File: config.mk
export PLATFORM = sky130hd
export DESIGN_NAME = digipot_host
export DESIGN_NICKNAME = d
export VERILOG_FILES = /design/src/verilog/_end_marker_unused.sv /design/src/verilog/digipot_host_pkg.sv /design/src/verilog/bit_sync.sv /design/src/verilog/digipot_host.sv
export SDC_FILE = /design/constraint.sdc
export NUM_CORES = 1
export LEC_CHECK = 0
export ABC_AREA = 1
export BUFFER_PORTS_ARGS = -buffer_cell sky130_fd_sc_hd__buf_2
export CAP_MARGIN = 20
export CORE_MARGIN = 10
export CORE_UTILIZATION = 45
export CTS_BUF_LIST = sky130_fd_sc_hd__clkbuf_16
export DETAILED_ROUTE_END_ITERATION = 8
export PLACE_DENSITY_LB_ADDON = 0.2
export SLEW_MARGIN = 10
export SYNTH_ARGS = -nofsm -noshare
export SYNTH_HDL_FRONTEND = slang
export SYNTH_SLANG_ARGS = --single-unit
File: constraint.sdc
create_clock -name ref_clk -period 2.62 [get_ports ref_clk]
set_input_delay 0.262 -clock ref_clk [delete_from_list [all_inputs] [get_ports ref_clk]]
set_output_delay 0.262 -clock ref_clk [all_outputs]
set_load 0.05 [all_outputs]
File: src/verilog/_end_marker_unused.sv
`timescale 1ns/1ns
`default_nettype none
`default_nettype wire

File: src/verilog/digipot_host_pkg.sv
package digipot_host_pkg;
	// bit timing: each scl period is split into four equal phases
	localparam int CLK_PERIOD_NS = 10;
	localparam int SCL_PERIOD_NS = 10000;
	localparam int QUARTER_NS = SCL_PERIOD_NS / 4;
	localparam int QUARTER_CYC = (QUARTER_NS + CLK_PERIOD_NS - 1) / CLK_PERIOD_NS;
	localparam logic [8:0] QUARTER_LAST = 9'(QUARTER_CYC - 1);

	// register byte offsets
	localparam logic [7:0] OFF_CMD = 8'h00;
	localparam logic [7:0] OFF_SEL = 8'h04;
	localparam logic [7:0] OFF_STATUS = 8'h08;
	localparam logic [7:0] OFF_DATA = 8'h0C;

	// command register fields
	localparam int CMD_CODE_LSB = 0;
	localparam int CMD_DATA_BIT = 3;
	localparam int CMD_READ_BIT = 4;
	localparam int CMD_SKIP_BIT = 5;
	localparam int CMD_CNT_LSB = 8;
	localparam logic [11:0] CMD_MASK = 12'hF3F;
	localparam logic [11:0] CMD_RST = 12'h000;
	localparam logic [1:0] SEL_RST = 2'h0;

	// status register fields
	localparam int STAT_BUSY = 0;
	localparam int STAT_NACK = 1;
	localparam int STAT_TXF = 2;
	localparam int STAT_RXF = 3;
	localparam int STAT_AUTO = 4;
	localparam int STAT_RX_LSB = 8;

	// command_code_field values
	localparam logic [2:0] CODE_WIPER = 3'h0;
	localparam logic [2:0] CODE_NVSTORE = 3'h1;
	localparam logic [2:0] CODE_PROTECT = 3'h2;
	localparam logic [2:0] CODE_NOP = 3'h4;
	localparam logic [2:0] CODE_RESTORE = 3'h5;
	localparam logic [2:0] CODE_SAVE = 3'h6;
	localparam logic [4:0] INSTR_PAD = 5'h00;

	// bus addresses per addr_select_pin_one / addr_select_pin_zero strapping
	localparam logic [6:0] DEV_ADDR_LL = 7'h18;
	localparam logic [6:0] DEV_ADDR_P1 = 7'h1A;
	localparam logic [6:0] DEV_ADDR_P0 = 7'h4C;
	localparam logic [6:0] DEV_ADDR_HH = 7'h4E;

	localparam logic RW_READ = 1'b1;
	localparam logic RW_WRITE = 1'b0;
	localparam logic [3:0] LAST_DATA_BIT = 4'h7;
	localparam logic [3:0] ACK_BIT = 4'h8;

	typedef enum logic [2:0] {ST_IDLE, ST_START, ST_BYTE, ST_WAIT, ST_STOP} state_t;
	typedef enum logic [2:0] {STEP_ADDR_W, STEP_INSTR, STEP_DATA, STEP_ADDR_R, STEP_READ} step_t;

	// sel[1] is addr_select_pin_one, sel[0] is addr_select_pin_zero
	function automatic logic [6:0] dev_addr(input logic [1:0] sel);
		case (sel)
			2'h0: dev_addr = DEV_ADDR_LL;
			2'h2: dev_addr = DEV_ADDR_P1;
			2'h1: dev_addr = DEV_ADDR_P0;
			default: dev_addr = DEV_ADDR_HH;
		endcase
	endfunction
endpackage
File: src/verilog/bit_sync.sv
`timescale 1ns/1ns
`default_nettype none
module bit_sync (
	input wire logic clk,
	input wire logic rst_n,
	input wire logic din,
	output logic dout
);
	typedef struct packed {
		logic meta;
		logic stable;
	} sync_t;

	sync_t q;
	sync_t d;

	always_comb begin
		d.meta = din;
		d.stable = q.meta;
	end

	always_ff @(posedge clk or negedge rst_n) begin
		if (!rst_n) begin
			q <= '0;
		end else begin
			q <= d;
		end
	end

	assign dout = q.stable;
endmodule
`default_nettype wire

File: src/verilog/digipot_host.sv
// How it works
// - every transfer opens with sda falling while scl is high
// - first byte is 7-bit address plus direction, high meaning read
// - write's second byte: three command bits, five zero bits, acknowledged
// - third write byte is data, msb first, acknowledged on ninth pulse
// - store and restore send only address and instruction, no data
// - controller follows each restore with a no-operation command; here not after a restore that was not acknowledged
// - reading another register: write address and instruction, repeated start
// - every transfer ends with sda rising while scl is high
// - write stop: sda rises during tenth pulse after final acknowledge
// - read: no-acknowledge on ninth pulse, sda low, then stop
// - data bytes are never instructions; new instruction needs new transfer
//
// Our own choices: the APB register port and the address map.
`timescale 1ns/1ns
`default_nettype none
module digipot_host (
	input wire logic ref_clk,
	input wire logic rst_n,
	input wire logic psel,
	input wire logic penable,
	input wire logic pwrite,
	input wire logic [7:0] paddr,
	input wire logic [31:0] pwdata,
	output logic [31:0] prdata,
	output logic pready,
	output logic pslverr,
	output logic scl,
	input wire logic sda_i,
	output logic sda_o,
	output logic sda_oe
);
	typedef struct packed {
		digipot_host_pkg::state_t st;
		digipot_host_pkg::step_t step;
		logic [1:0] ph;
		logic [8:0] tick;
		logic [3:0] bitn;
		logic [7:0] shreg;
		logic [3:0] left;
		logic scl;
		logic sda_oe;
		logic sda_o;
		logic [11:0] cmd;
		logic [1:0] sel;
		logic [7:0] tx;
		logic tx_full;
		logic [7:0] rx;
		logic rx_full;
		logic nack;
		logic auto_nop;
		logic [31:0] prdata;
		logic pready;
		logic pslverr;
	} regs_t;

	regs_t q;
	regs_t n;
	logic rst_sync_n;
	logic sda_s;
	logic tick_end;
	logic apb_take;
	logic mapped;

	bit_sync u_rst_sync (
		.clk(ref_clk),
		.rst_n(rst_n),
		.din(1'b1),
		.dout(rst_sync_n)
	);

	bit_sync u_sda_sync (
		.clk(ref_clk),
		.rst_n(rst_sync_n),
		.din(sda_i),
		.dout(sda_s)
	);

	// start a byte with scl low: first bit goes onto sda right away
	function automatic regs_t enter_byte(input regs_t r, input logic [7:0] v,
			input digipot_host_pkg::step_t s);
		regs_t o;
		o = r;
		o.st = digipot_host_pkg::ST_BYTE;
		o.step = s;
		o.ph = 2'h0;
		o.tick = 9'h000;
		o.bitn = 4'h0;
		o.shreg = v;
		o.sda_oe = (s == digipot_host_pkg::STEP_READ) ? 1'b0 : ~v[7];
		return o;
	endfunction

	function automatic regs_t enter_cond(input regs_t r, input digipot_host_pkg::state_t s);
		regs_t o;
		o = r;
		o.st = s;
		o.ph = 2'h0;
		o.tick = 9'h000;
		o.sda_oe = (s == digipot_host_pkg::ST_STOP);
		return o;
	endfunction

	// data bytes wait for software; scl is held low meanwhile
	function automatic regs_t enter_wait(input regs_t r, input digipot_host_pkg::step_t s);
		regs_t o;
		o = r;
		o.st = digipot_host_pkg::ST_WAIT;
		o.step = s;
		o.sda_oe = 1'b0;
		return o;
	endfunction

	always_comb begin
		n = q;
		tick_end = (q.tick == digipot_host_pkg::QUARTER_LAST);
		apb_take = psel & penable & q.pready;
		mapped = (paddr == digipot_host_pkg::OFF_CMD) || (paddr == digipot_host_pkg::OFF_SEL) ||
			(paddr == digipot_host_pkg::OFF_STATUS) || (paddr == digipot_host_pkg::OFF_DATA);

		// register read: one wait state, data and error registered
		n.pready = 1'b0;
		n.pslverr = 1'b0;
		if (psel && penable && !q.pready) begin
			n.pready = 1'b1;
			n.pslverr = ~mapped;
			case (paddr)
				digipot_host_pkg::OFF_CMD: n.prdata = {20'h00000, q.cmd};
				digipot_host_pkg::OFF_SEL: n.prdata = {30'h00000000, q.sel};
				digipot_host_pkg::OFF_STATUS: begin
					n.prdata = 32'h00000000;
					n.prdata[digipot_host_pkg::STAT_BUSY] = (q.st != digipot_host_pkg::ST_IDLE);
					n.prdata[digipot_host_pkg::STAT_NACK] = q.nack;
					n.prdata[digipot_host_pkg::STAT_TXF] = q.tx_full;
					n.prdata[digipot_host_pkg::STAT_RXF] = q.rx_full;
					n.prdata[digipot_host_pkg::STAT_AUTO] = q.auto_nop;
					n.prdata[digipot_host_pkg::STAT_RX_LSB +: 8] = q.rx;
				end
				digipot_host_pkg::OFF_DATA: n.prdata = {24'h000000, q.rx};
				default: n.prdata = 32'h00000000;
			endcase
		end

		// the read clear comes first so a byte landing in the same cycle keeps its flag
		if (apb_take && !pwrite && paddr == digipot_host_pkg::OFF_DATA) begin
			n.rx_full = 1'b0;
		end

		if (q.st != digipot_host_pkg::ST_IDLE && q.st != digipot_host_pkg::ST_WAIT) begin
			n.tick = tick_end ? 9'h000 : q.tick + 9'h001;
			if (tick_end) begin
				n.ph = q.ph + 2'h1;
			end
		end

		case (q.st)
			digipot_host_pkg::ST_IDLE: begin
				n.scl = 1'b1;
				n.sda_oe = 1'b0;
			end
			digipot_host_pkg::ST_START: begin
				if (tick_end) begin
					case (q.ph)
						2'h0: n.scl = 1'b1;
						2'h1: n.sda_oe = 1'b1;
						2'h2: n.scl = 1'b0;
						default: begin
							if (q.step == digipot_host_pkg::STEP_ADDR_R) begin
								n = enter_byte(n, {digipot_host_pkg::dev_addr(q.sel),
									digipot_host_pkg::RW_READ}, q.step);
							end else begin
								n = enter_byte(n, {digipot_host_pkg::dev_addr(q.sel),
									digipot_host_pkg::RW_WRITE}, q.step);
							end
						end
					endcase
				end
			end
			digipot_host_pkg::ST_BYTE: begin
				if (tick_end) begin
					case (q.ph)
						2'h0: n.scl = 1'b1;
						2'h1: n.scl = 1'b1;
						2'h2: begin
							// sample at the end of the high half, as scl falls; the device moves its bit after scl falls
							n.scl = 1'b0;
							if (q.bitn != digipot_host_pkg::ACK_BIT) begin
								if (q.step == digipot_host_pkg::STEP_READ) begin
									n.shreg = {q.shreg[6:0], sda_s};
								end else begin
									n.shreg = {q.shreg[6:0], 1'b0};
								end
								if (q.step == digipot_host_pkg::STEP_READ &&
										q.bitn == digipot_host_pkg::LAST_DATA_BIT) begin
									n.rx = {q.shreg[6:0], sda_s};
									n.rx_full = 1'b1;
								end
							end else if (q.step != digipot_host_pkg::STEP_READ) begin
								n.shreg[0] = sda_s;
							end
						end
						default: begin
							if (q.bitn != digipot_host_pkg::ACK_BIT) begin
								n.bitn = q.bitn + 4'h1;
								if (q.step == digipot_host_pkg::STEP_READ) begin
									// ack every byte but the last, which gets no_acknowledge
									n.sda_oe = (q.bitn == digipot_host_pkg::LAST_DATA_BIT) &&
										(q.left != 4'h0);
								end else begin
									n.sda_oe = (q.bitn == digipot_host_pkg::LAST_DATA_BIT) ?
										1'b0 : ~q.shreg[7];
								end
							end else if (q.step != digipot_host_pkg::STEP_READ && q.shreg[0]) begin
								n.nack = 1'b1;
								n = enter_cond(n, digipot_host_pkg::ST_STOP);
							end else begin
								case (q.step)
									digipot_host_pkg::STEP_ADDR_W: begin
										n = enter_byte(n, {q.cmd[digipot_host_pkg::CMD_CODE_LSB +: 3],
											digipot_host_pkg::INSTR_PAD}, digipot_host_pkg::STEP_INSTR);
									end
									digipot_host_pkg::STEP_INSTR: begin
										if (q.cmd[digipot_host_pkg::CMD_DATA_BIT]) begin
											n = enter_wait(n, digipot_host_pkg::STEP_DATA);
										end else if (q.cmd[digipot_host_pkg::CMD_READ_BIT]) begin
											n.step = digipot_host_pkg::STEP_ADDR_R;
											n = enter_cond(n, digipot_host_pkg::ST_START);
										end else begin
											n = enter_cond(n, digipot_host_pkg::ST_STOP);
										end
									end
									digipot_host_pkg::STEP_ADDR_R: begin
										n = enter_wait(n, digipot_host_pkg::STEP_READ);
									end
									default: begin
										// further bytes stay data under the same instruction
										if (q.left != 4'h0) begin
											n.left = q.left - 4'h1;
											n = enter_wait(n, q.step);
										end else begin
											n = enter_cond(n, digipot_host_pkg::ST_STOP);
										end
									end
								endcase
							end
						end
					endcase
				end
			end
			digipot_host_pkg::ST_WAIT: begin
				n.scl = 1'b0;
				if (q.step == digipot_host_pkg::STEP_DATA && q.tx_full) begin
					n.tx_full = 1'b0;
					n = enter_byte(n, q.tx, q.step);
				end else if (q.step == digipot_host_pkg::STEP_READ && !q.rx_full) begin
					n = enter_byte(n, 8'h00, q.step);
				end
			end
			digipot_host_pkg::ST_STOP: begin
				if (tick_end) begin
					case (q.ph)
						2'h0: n.scl = 1'b1;
						2'h1: n.sda_oe = 1'b0;
						2'h2: n.scl = 1'b1;
						default: begin
							if (q.cmd[digipot_host_pkg::CMD_CODE_LSB +: 3] ==
									digipot_host_pkg::CODE_RESTORE && !q.auto_nop && !q.nack) begin
								// restore is chased by a no-operation to drop supply current
								n.auto_nop = 1'b1;
								n.cmd = {4'h0, 5'h00, digipot_host_pkg::CODE_NOP};
								n.left = 4'h0;
								n.step = digipot_host_pkg::STEP_ADDR_W;
								n = enter_cond(n, digipot_host_pkg::ST_START);
							end else begin
								n.auto_nop = 1'b0;
								n = enter_cond(n, digipot_host_pkg::ST_IDLE);
							end
						end
					endcase
				end
			end
			default: n = enter_cond(n, digipot_host_pkg::ST_IDLE);
		endcase

		if (apb_take && pwrite) begin
			case (paddr)
				digipot_host_pkg::OFF_CMD: begin
					// a command written while busy is dropped
					if (q.st == digipot_host_pkg::ST_IDLE) begin
						n.cmd = pwdata[11:0] & digipot_host_pkg::CMD_MASK;
						n.left = pwdata[digipot_host_pkg::CMD_CNT_LSB +: 4];
						n.nack = 1'b0;
						n.auto_nop = 1'b0;
						n.step = pwdata[digipot_host_pkg::CMD_SKIP_BIT] ?
							digipot_host_pkg::STEP_ADDR_R : digipot_host_pkg::STEP_ADDR_W;
						n = enter_cond(n, digipot_host_pkg::ST_START);
					end
				end
				digipot_host_pkg::OFF_SEL: begin
					if (q.st == digipot_host_pkg::ST_IDLE) begin
						n.sel = pwdata[1:0];
					end
				end
				digipot_host_pkg::OFF_DATA: begin
					n.tx = pwdata[7:0];
					n.tx_full = 1'b1;
				end
				default: begin
				end
			endcase
		end
	end

	always_ff @(posedge ref_clk or negedge rst_sync_n) begin
		if (!rst_sync_n) begin
			q <= '0;
			q.st <= digipot_host_pkg::ST_IDLE;
			q.step <= digipot_host_pkg::STEP_ADDR_W;
			q.scl <= 1'b1;
			q.cmd <= digipot_host_pkg::CMD_RST;
			q.sel <= digipot_host_pkg::SEL_RST;
		end else begin
			q <= n;
		end
	end

	assign prdata = q.prdata;
	assign pready = q.pready;
	assign pslverr = q.pslverr;
	assign scl = q.scl;
	assign sda_o = q.sda_o;
	assign sda_oe = q.sda_oe;
endmodule
`default_nettype wire

==> results of run 1 <==
[per-stage QoR]
step / hold slack (ns) / utilization (%)
final: 0.00799 / 50.9
after global routing: 0.00854 / 50.9
after CTS: 0.000752 / 50.9
after detailed placement: 0.0505 / 48.4
after global placement: 0.0484 / 48.4
after floorplan: -0.0336 / -
[worst max path at each step]
| stage | from | endpoint | slack [ns] | cells past startpoint |
|---|---|---|---|---|
| after floorplan | q[96]$_DFF_PN0_ | q[80]$_DFFE_PN0P_ | 0.80 | 11 |
| after global placement | q[96]$_DFF_PN0_ | q[76]$_DFFE_PN0P_ | 0.57 | 11 |
| after detailed placement | q[88]$_DFF_PN0_ | q[71]$_DFF_PN0_ | 0.54 | 11 |
| after CTS | q[88]$_DFF_PN0_ | q[71]$_DFF_PN0_ | 0.52 | 11 |
| after global routing | q[88]$_DFF_PN0_ | q[98]$_DFF_PN0_ | 0.32 | 13 |
| final | q[83]$_DFFE_PN0P_ | q[79]$_DFFE_PN0P_ | 0.52 | 11 |
[where the power goes]
group	switching (µW)	total (µW)	internal, µW
registers	15.5	1430	1410
logic	106	130	24.4
clock network	594	1240	649
total	715	2800	2080
[layout by cell type, fill, tap and decap left out, types with 11 or more instances in the layout]
cell / synthesis / layout
nand3_1: 45 / 45
nand4_1: 11 / 11
o22ai_1: 11 / 11
o21ai_0: 58 / 58
a21oi_1: 13 / 13
nor3_1: 13 / 13
nor2_1: 59 / 59
buf_2: 1 / 45
nand2_1: 210 / 210
conb_1: 2 / 18
inv_1: 86 / 86
dfrtp_1: 90 / 89
[worst max-delay path, stage by stage (launching register included)]
cell and delay [ns]:
dfrtp_1 0.41, inv_1 0.09, ha_1 0.18, nand3_2 0.22, inv_2 0.19, nand2_2 0.12
nand2_2 0.10, nand3_2 0.08, nor3_4 0.37, inv_4 0.10, nand2_1 0.09, nand2_1 0.05
[routing by layer]
metal / share of wire, % / vias up
met5: 0 / -
met4: 1.3 / 0
met3: 6.0 / 15
met2: 46 / 132
met1: 46 / 2281
li1: - / 2330
[kinds of logic after synthesis]
family	Yosys count
other	2
muxes	4
AOI/OAI and AO/OA	99
xor gates and xnor gates	9
adders and majority gates	9
DFF	91
buffers and inverters	135
and+or+nand+nor	369
[final cells by class]
| cell class | instances | share of cell area (%) |
|---|---|---|
| repair buffers | 54 | 5.25 |
| well taps | 143 | 3.05 |
| clock buffers | 9 | 3.84 |
| multi-input cells | 508 | 42.2 |
| flip-flops and latches | 91 | 38.9 |
| inverters | 91 | 5.87 |
| clock inverters | 6 | 0.876 |
[state kept, by name, summed over array words and instances (netlist names)]
name             count
prdata              16
pready               1
pslverr              1
q                   67
scl                  1
sda_oe               1
u_rst_sync.d         1
u_rst_sync.dout      1
u_sda_sync.d         1
u_sda_sync.dout      1
[repair_timing]
action	in CTS	in global routing
gates resized for setup	0	0
hold buffers	1	0
endpoints found under the hold margin	2	0
setup buffers	0	0
==> impl_metrics.env, run 1 <==
export IMPL_status="complete, no violations"
export IMPL_area_delta_synth_final_pct=9.70
export IMPL_worstReg2RegEnd="q[79]$_DFFE_PN0P_"
export IMPL_synth_area_leaders="dfrtp_1, nand2_1, inv_1"
export IMPL_grt_max_degree=49
export IMPL_core_um2=11500
export IMPL_multi_input_area_um2=2470
export IMPL_ff2ff_setup_slack_ns=0.52
export IMPL_startpoint_type="flop"
export IMPL_worst_pin_slew_ns=0.569
export IMPL_numCtsBuffers=9
export IMPL_globalRoute_busiestLayer="met2"
export IMPL_r2r_start="q[83]$_DFFE_PN0P_"
export IMPL_cts_max_path_buffers=2
export IMPL_powerDensity_nw_per_um2=478
export IMPL_fin_ws_ns=0.523
export IMPL_synth_seq_cells=91
export IMPL_synthFlopType="dfrtp_1"
export IMPL_tritoncts="done"
export IMPL_drtPass1Iterations=7
export IMPL_cts_root_buf="clkbuf_16"
export IMPL_yosys_area_top_type="dfrtp_1"
export IMPL_antenna_cells=0
export IMPL_synth_simple_area_share_pct=30.2
export IMPL_ir_drop_v=0.000373
export IMPL_pre_cts_ws_ns=0.544
export IMPL_finalHoldViolations=0
export IMPL_hold_depth=1
export IMPL_hold_class="primary input to flop"
export IMPL_synthAdderAreaFrac_pct=2.11
export IMPL_clock_latency_ns=0.36
export IMPL_synth_area_um2=5340
export IMPL_numPortBuffers=45
export IMPL_synth_top_family_by_area="simple AND/OR/NAND/NOR gates"
export IMPL_place_inst=886
export IMPL_maxCapViolCount=0
export IMPL_hpwlAfterDp_um=11100
export IMPL_min_to="u_sda_sync.d[0]$_DFF_PN0_"
export IMPL_crit_required_ns=2.87
export IMPL_grt_pass1_vias=4551
export IMPL_ys_warn_count=0
export IMPL_drv_slew=0
export IMPL_num_vias=4758
export IMPL_end_kind="flop"
export IMPL_ioPinCount=83
export IMPL_drive_above_1_share_pct=13.3
export IMPL_row_count=39
export IMPL_reg2reg_depth=11
export IMPL_via_per_inst=5.27
export IMPL_worstSetupPathType="flop to flop"
export IMPL_placed_cell_area_um2=5570
export IMPL_die_w_um=129
export IMPL_instances_no_fill=902
export IMPL_die_y_um=129
export IMPL_clk_pin_slew_ns=0.07
export IMPL_avgSynthCellArea_um2=7.44
export IMPL_synth_top_area_share_pct=42.2
export IMPL_muxShareOfSynthArea_pct=0.750
export IMPL_synth_cell_type_count=45
export IMPL_fin_nets=810
export IMPL_fin_setup_tns_ns=0
export IMPL_drt_iter0_drc=418
export IMPL_antenna_found_initial=0
export IMPL_worstHoldStart="sda_i"
export IMPL_cts_sinks=91
export IMPL_worstPathMaxFanout=9
export IMPL_synth_cells=718
export IMPL_synth_edf_count=0
export IMPL_yosysMostFrequentCell="nand2_1"
export IMPL_period_needed_ns=2.10
export IMPL_grt_ovfl_total=0
export IMPL_grt_use_met2_pct=28.1
export IMPL_clock_skew_ns=0.00981
export IMPL_design_area_um2=5860
export IMPL_dieArea_um2=16600
export IMPL_gp_congestion=0.956
export IMPL_regArea_um2=2280
export IMPL_antenna_left=0
export IMPL_rsz0062_at_grt="false"
export IMPL_post_route_period_util_pct=80.1
export IMPL_grt_use_met3_pct=3.82
export IMPL_p_leak_uw=0.00305
export IMPL_num_fill_cells=1132
export IMPL_drc=0
export IMPL_use_met1_pct=24.3
export IMPL_cp_arrival_ns=2.35
export IMPL_grt_pass1_wl_um=23500
export IMPL_grt_usage_pct=17.9
export IMPL_async_reset_ff_share_pct=100
export IMPL_synth_common_cells="nand2_1, dfrtp_1, inv_1"
export IMPL_synth_compound_area_share_pct=10.5
export IMPL_wl_um=14700
export IMPL_synthXorXnorAreaFrac_pct=1.48
export IMPL_clock_fmax_mhz=477
export IMPL_wl_per_cell_um=16.2
export IMPL_setup_viol=0
export IMPL_initial_core_util_pct=46.4
export IMPL_power_uw=2800
export IMPL_ys_seq_area_share_pct=42.7
export IMPL_relSlewSlack_pct=62.0
export IMPL_htreeDepth=3
No activity file was read; power rests on OpenSTA's default activity.
==> run 2, diff against run 1 <==
Clock period 2.62 ns to 2.02 ns, I/O delays scaled along.
==> run 2 against run 1 <==
Die area unchanged. Worst hold slack improved by 0.062 ns. Setup slack got worse by 0.48 ns. Combinational power increased by 35%. Register-to-register slack got worse by 0.48 ns. Largest power group unchanged.
==> impl_metrics.env, run 2 (same netlist as run 1, synthesis figures left out) <==
export IMPL_status="complete, no violations"
export IMPL_clock_skew_ns=0.0135
export IMPL_worstPathMaxFanout=7
export IMPL_initial_core_util_pct=46.4
export IMPL_numCtsBuffers=9
export IMPL_maxCapViolCount=0
export IMPL_core_um2=11500
export IMPL_fin_nets=849
export IMPL_numPortBuffers=45
export IMPL_drive_above_1_share_pct=19.3
export IMPL_drc=0
export IMPL_ir_drop_v=0.000471
export IMPL_cts_root_buf="clkbuf_16"
export IMPL_ioPinCount=83
export IMPL_use_met1_pct=25.2
export IMPL_final_util_pct=54.8
export IMPL_num_fill_cells=1120
export IMPL_die_w_um=129
export IMPL_crit_chain="nand2_1, nor2_1, nand2_1, o211ai_2, nand2_4, nor3_4, buf_12, inv_4, nand2_1, nand2_1"
export IMPL_end_kind="flop"
export IMPL_via_per_inst=5.27
export IMPL_cts_max_path_buffers=2
export IMPL_antenna_left=0
export IMPL_regMostFlops="q"
export IMPL_hpwlAfterDp_um=11800
export IMPL_htreeDepth=3
export IMPL_globalRoute_busiestLayer="met2"
export IMPL_largest_reg_flops=67
export IMPL_fin_ws_ns=0.0475
export IMPL_rsz0062_at_grt="true"
export IMPL_post_route_period_util_pct=97.6
export IMPL_relSlewSlack_pct=62.7
export IMPL_antenna_cells=0
export IMPL_grt_pass1_vias=4738
export IMPL_finalHoldViolations=0
export IMPL_powerDensity_nw_per_um2=598
export IMPL_tritoncts="done"
export IMPL_drt_iter0_drc=380
export IMPL_gp_congestion=0.921
export IMPL_critPathMaxStageDelay_ns=0.50
export IMPL_setup_viol=0
export IMPL_grt_max_degree=36
export IMPL_wl_per_cell_um=16.3
export IMPL_drtPass1Iterations=5
export IMPL_dieArea_um2=16600
export IMPL_layout_commonest_cell="nand2_1"
export IMPL_die_y_um=129
export IMPL_grt_pass1_wl_um=24400
export IMPL_cts_sinks=91
export IMPL_clock_latency_ns=0.36
export IMPL_clk_pin_slew_ns=0.07
export IMPL_grt_use_met3_pct=3.74
export IMPL_grt_ovfl_total=0
export IMPL_wl_um=15300
export IMPL_num_vias=4969
export IMPL_worst_pin_slew_ns=0.559
export IMPL_p_leak_uw=0.00330
export IMPL_hold_class="primary input to flop"
export IMPL_grt_use_met2_pct=28.2
export IMPL_crit_required_ns=2.26
export IMPL_clock_fmax_mhz=507
export IMPL_row_count=39
export IMPL_antenna_found_initial=0
export IMPL_pre_cts_ws_ns=-0.00869
export IMPL_startpoint_type="flop"
export IMPL_period_needed_ns=1.97
export IMPL_crit_slowest_cell="dfrtp_1"
export IMPL_area_delta_synth_final_pct=18.1
export IMPL_grt_usage_pct=18.5
export IMPL_cp_arrival_ns=2.21
export IMPL_path_common_cell="nand2_1"
export IMPL_worstSetupPathType="flop to flop"
export IMPL_drv_slew=0
export IMPL_layout_common_cells="nand2_1, dfrtp_1, inv_1, nor2_1, o21ai_0"
-- run 2: cell count changes in the layout (fill, tap and decap cells not counted), moves of 3 or more --
| cell | previous run | this run |
|---|---|---|
| buf_4 | 7 | 42 |
| inv_2 | 3 | 7 |
| nand2_4 | 2 | 5 |
| inv_6 | 1 | 4 |
| nand2_1 | 210 | 207 |
| inv_1 | 86 | 80 |
-- run 2: routing by layer --
| metal | part of all wire, % | vias to the layer above |
|---|---|---|
| li1 | - | 2402 |
| met1 | 47 | 2403 |
| met2 | 46 | 143 |
| met3 | 5.8 | 21 |
| met4 | 1.5 | 0 |
| met5 | 0 | - |
-- run 2: where the power goes --
part / internal [µW] / leakage [µW] / total, µW / switching [µW]
clock network: 977 / 0.000146 / 1750 / 773
logic: 35.5 / 0.00196 / 176 / 140
registers: 1830 / 0.00119 / 1840 / 15.4
-- run 2: worst max-delay path: cells and delay by family, from the launching register on --
kind            cells  cell delay, ns
simple gates        7            1.00
buf+inv             2            0.21
compound gates      1            0.14
flops               1            0.50
-- run 2: timing repair --
action / 4_1_cts / 5_1_grt
buffers inserted: 0 / 10
gates cloned: 0 / 1
pin swaps: 0 / 9
setup endpoints to repair: 5 / 31
endpoints found under the hold margin: 3 / 0
hold buffers: 2 / 0
resized for setup: 1 / 26
-- run 2: final timing paths --
| check | cells after the start | to | slack (ns) | startpoint |
|---|---|---|---|---|
| max | 10 | q[81]$_DFFE_PN0P_ | 0.05 | q[99]$_DFF_PN0_ |
| max in group asynchronous | 1 | q[95]$_DFF_PN0_ | 1.20 | u_rst_sync.dout$_DFF_PN0_ |
| min | 3 | q[73]$_DFF_PN0_ | 0.07 | pwdata[10] |
| max reg2reg | 10 | q[81]$_DFFE_PN0P_ | 0.05 | q[99]$_DFF_PN0_ |
| min reg2reg | 0 | q[47]$_DFFE_PN0P_ | 0.26 | u_rst_sync.dout$_DFF_PN0_ |
| min in group asynchronous | 2 | u_rst_sync.dout$_DFF_PN0_ | 0.15 | rst_n |
-- run 2: final cells by class --
type / instances / area, µm² / area share [%]
multi-input cells: 508 / 2550 / 40.4
flip-flops and latches: 91 / 2280 / 36.2
repair buffers: 93 / 646 / 10.2
inverters: 91 / 352 / 5.57
clock buffers: 9 / 225 / 3.57
well taps: 143 / 179 / 2.84
clock inverters: 7 / 78.8 / 1.25
-- run 2: through the flow --
stage	area (µm²)	TNS [ns]	instances	hold slack (ns)	total power, µW
after floorplan	5400	0	734	-0.0936	2020
after global placement	5800	0	913	-0.0132	2050
after detailed placement	5800	-0.0132	913	-0.0101	2050
after CTS	6120	0	931	0.0632	3810
after global routing	6310	-0.127	942	0.0973	3900
final	6310	0	942	0.0698	3770
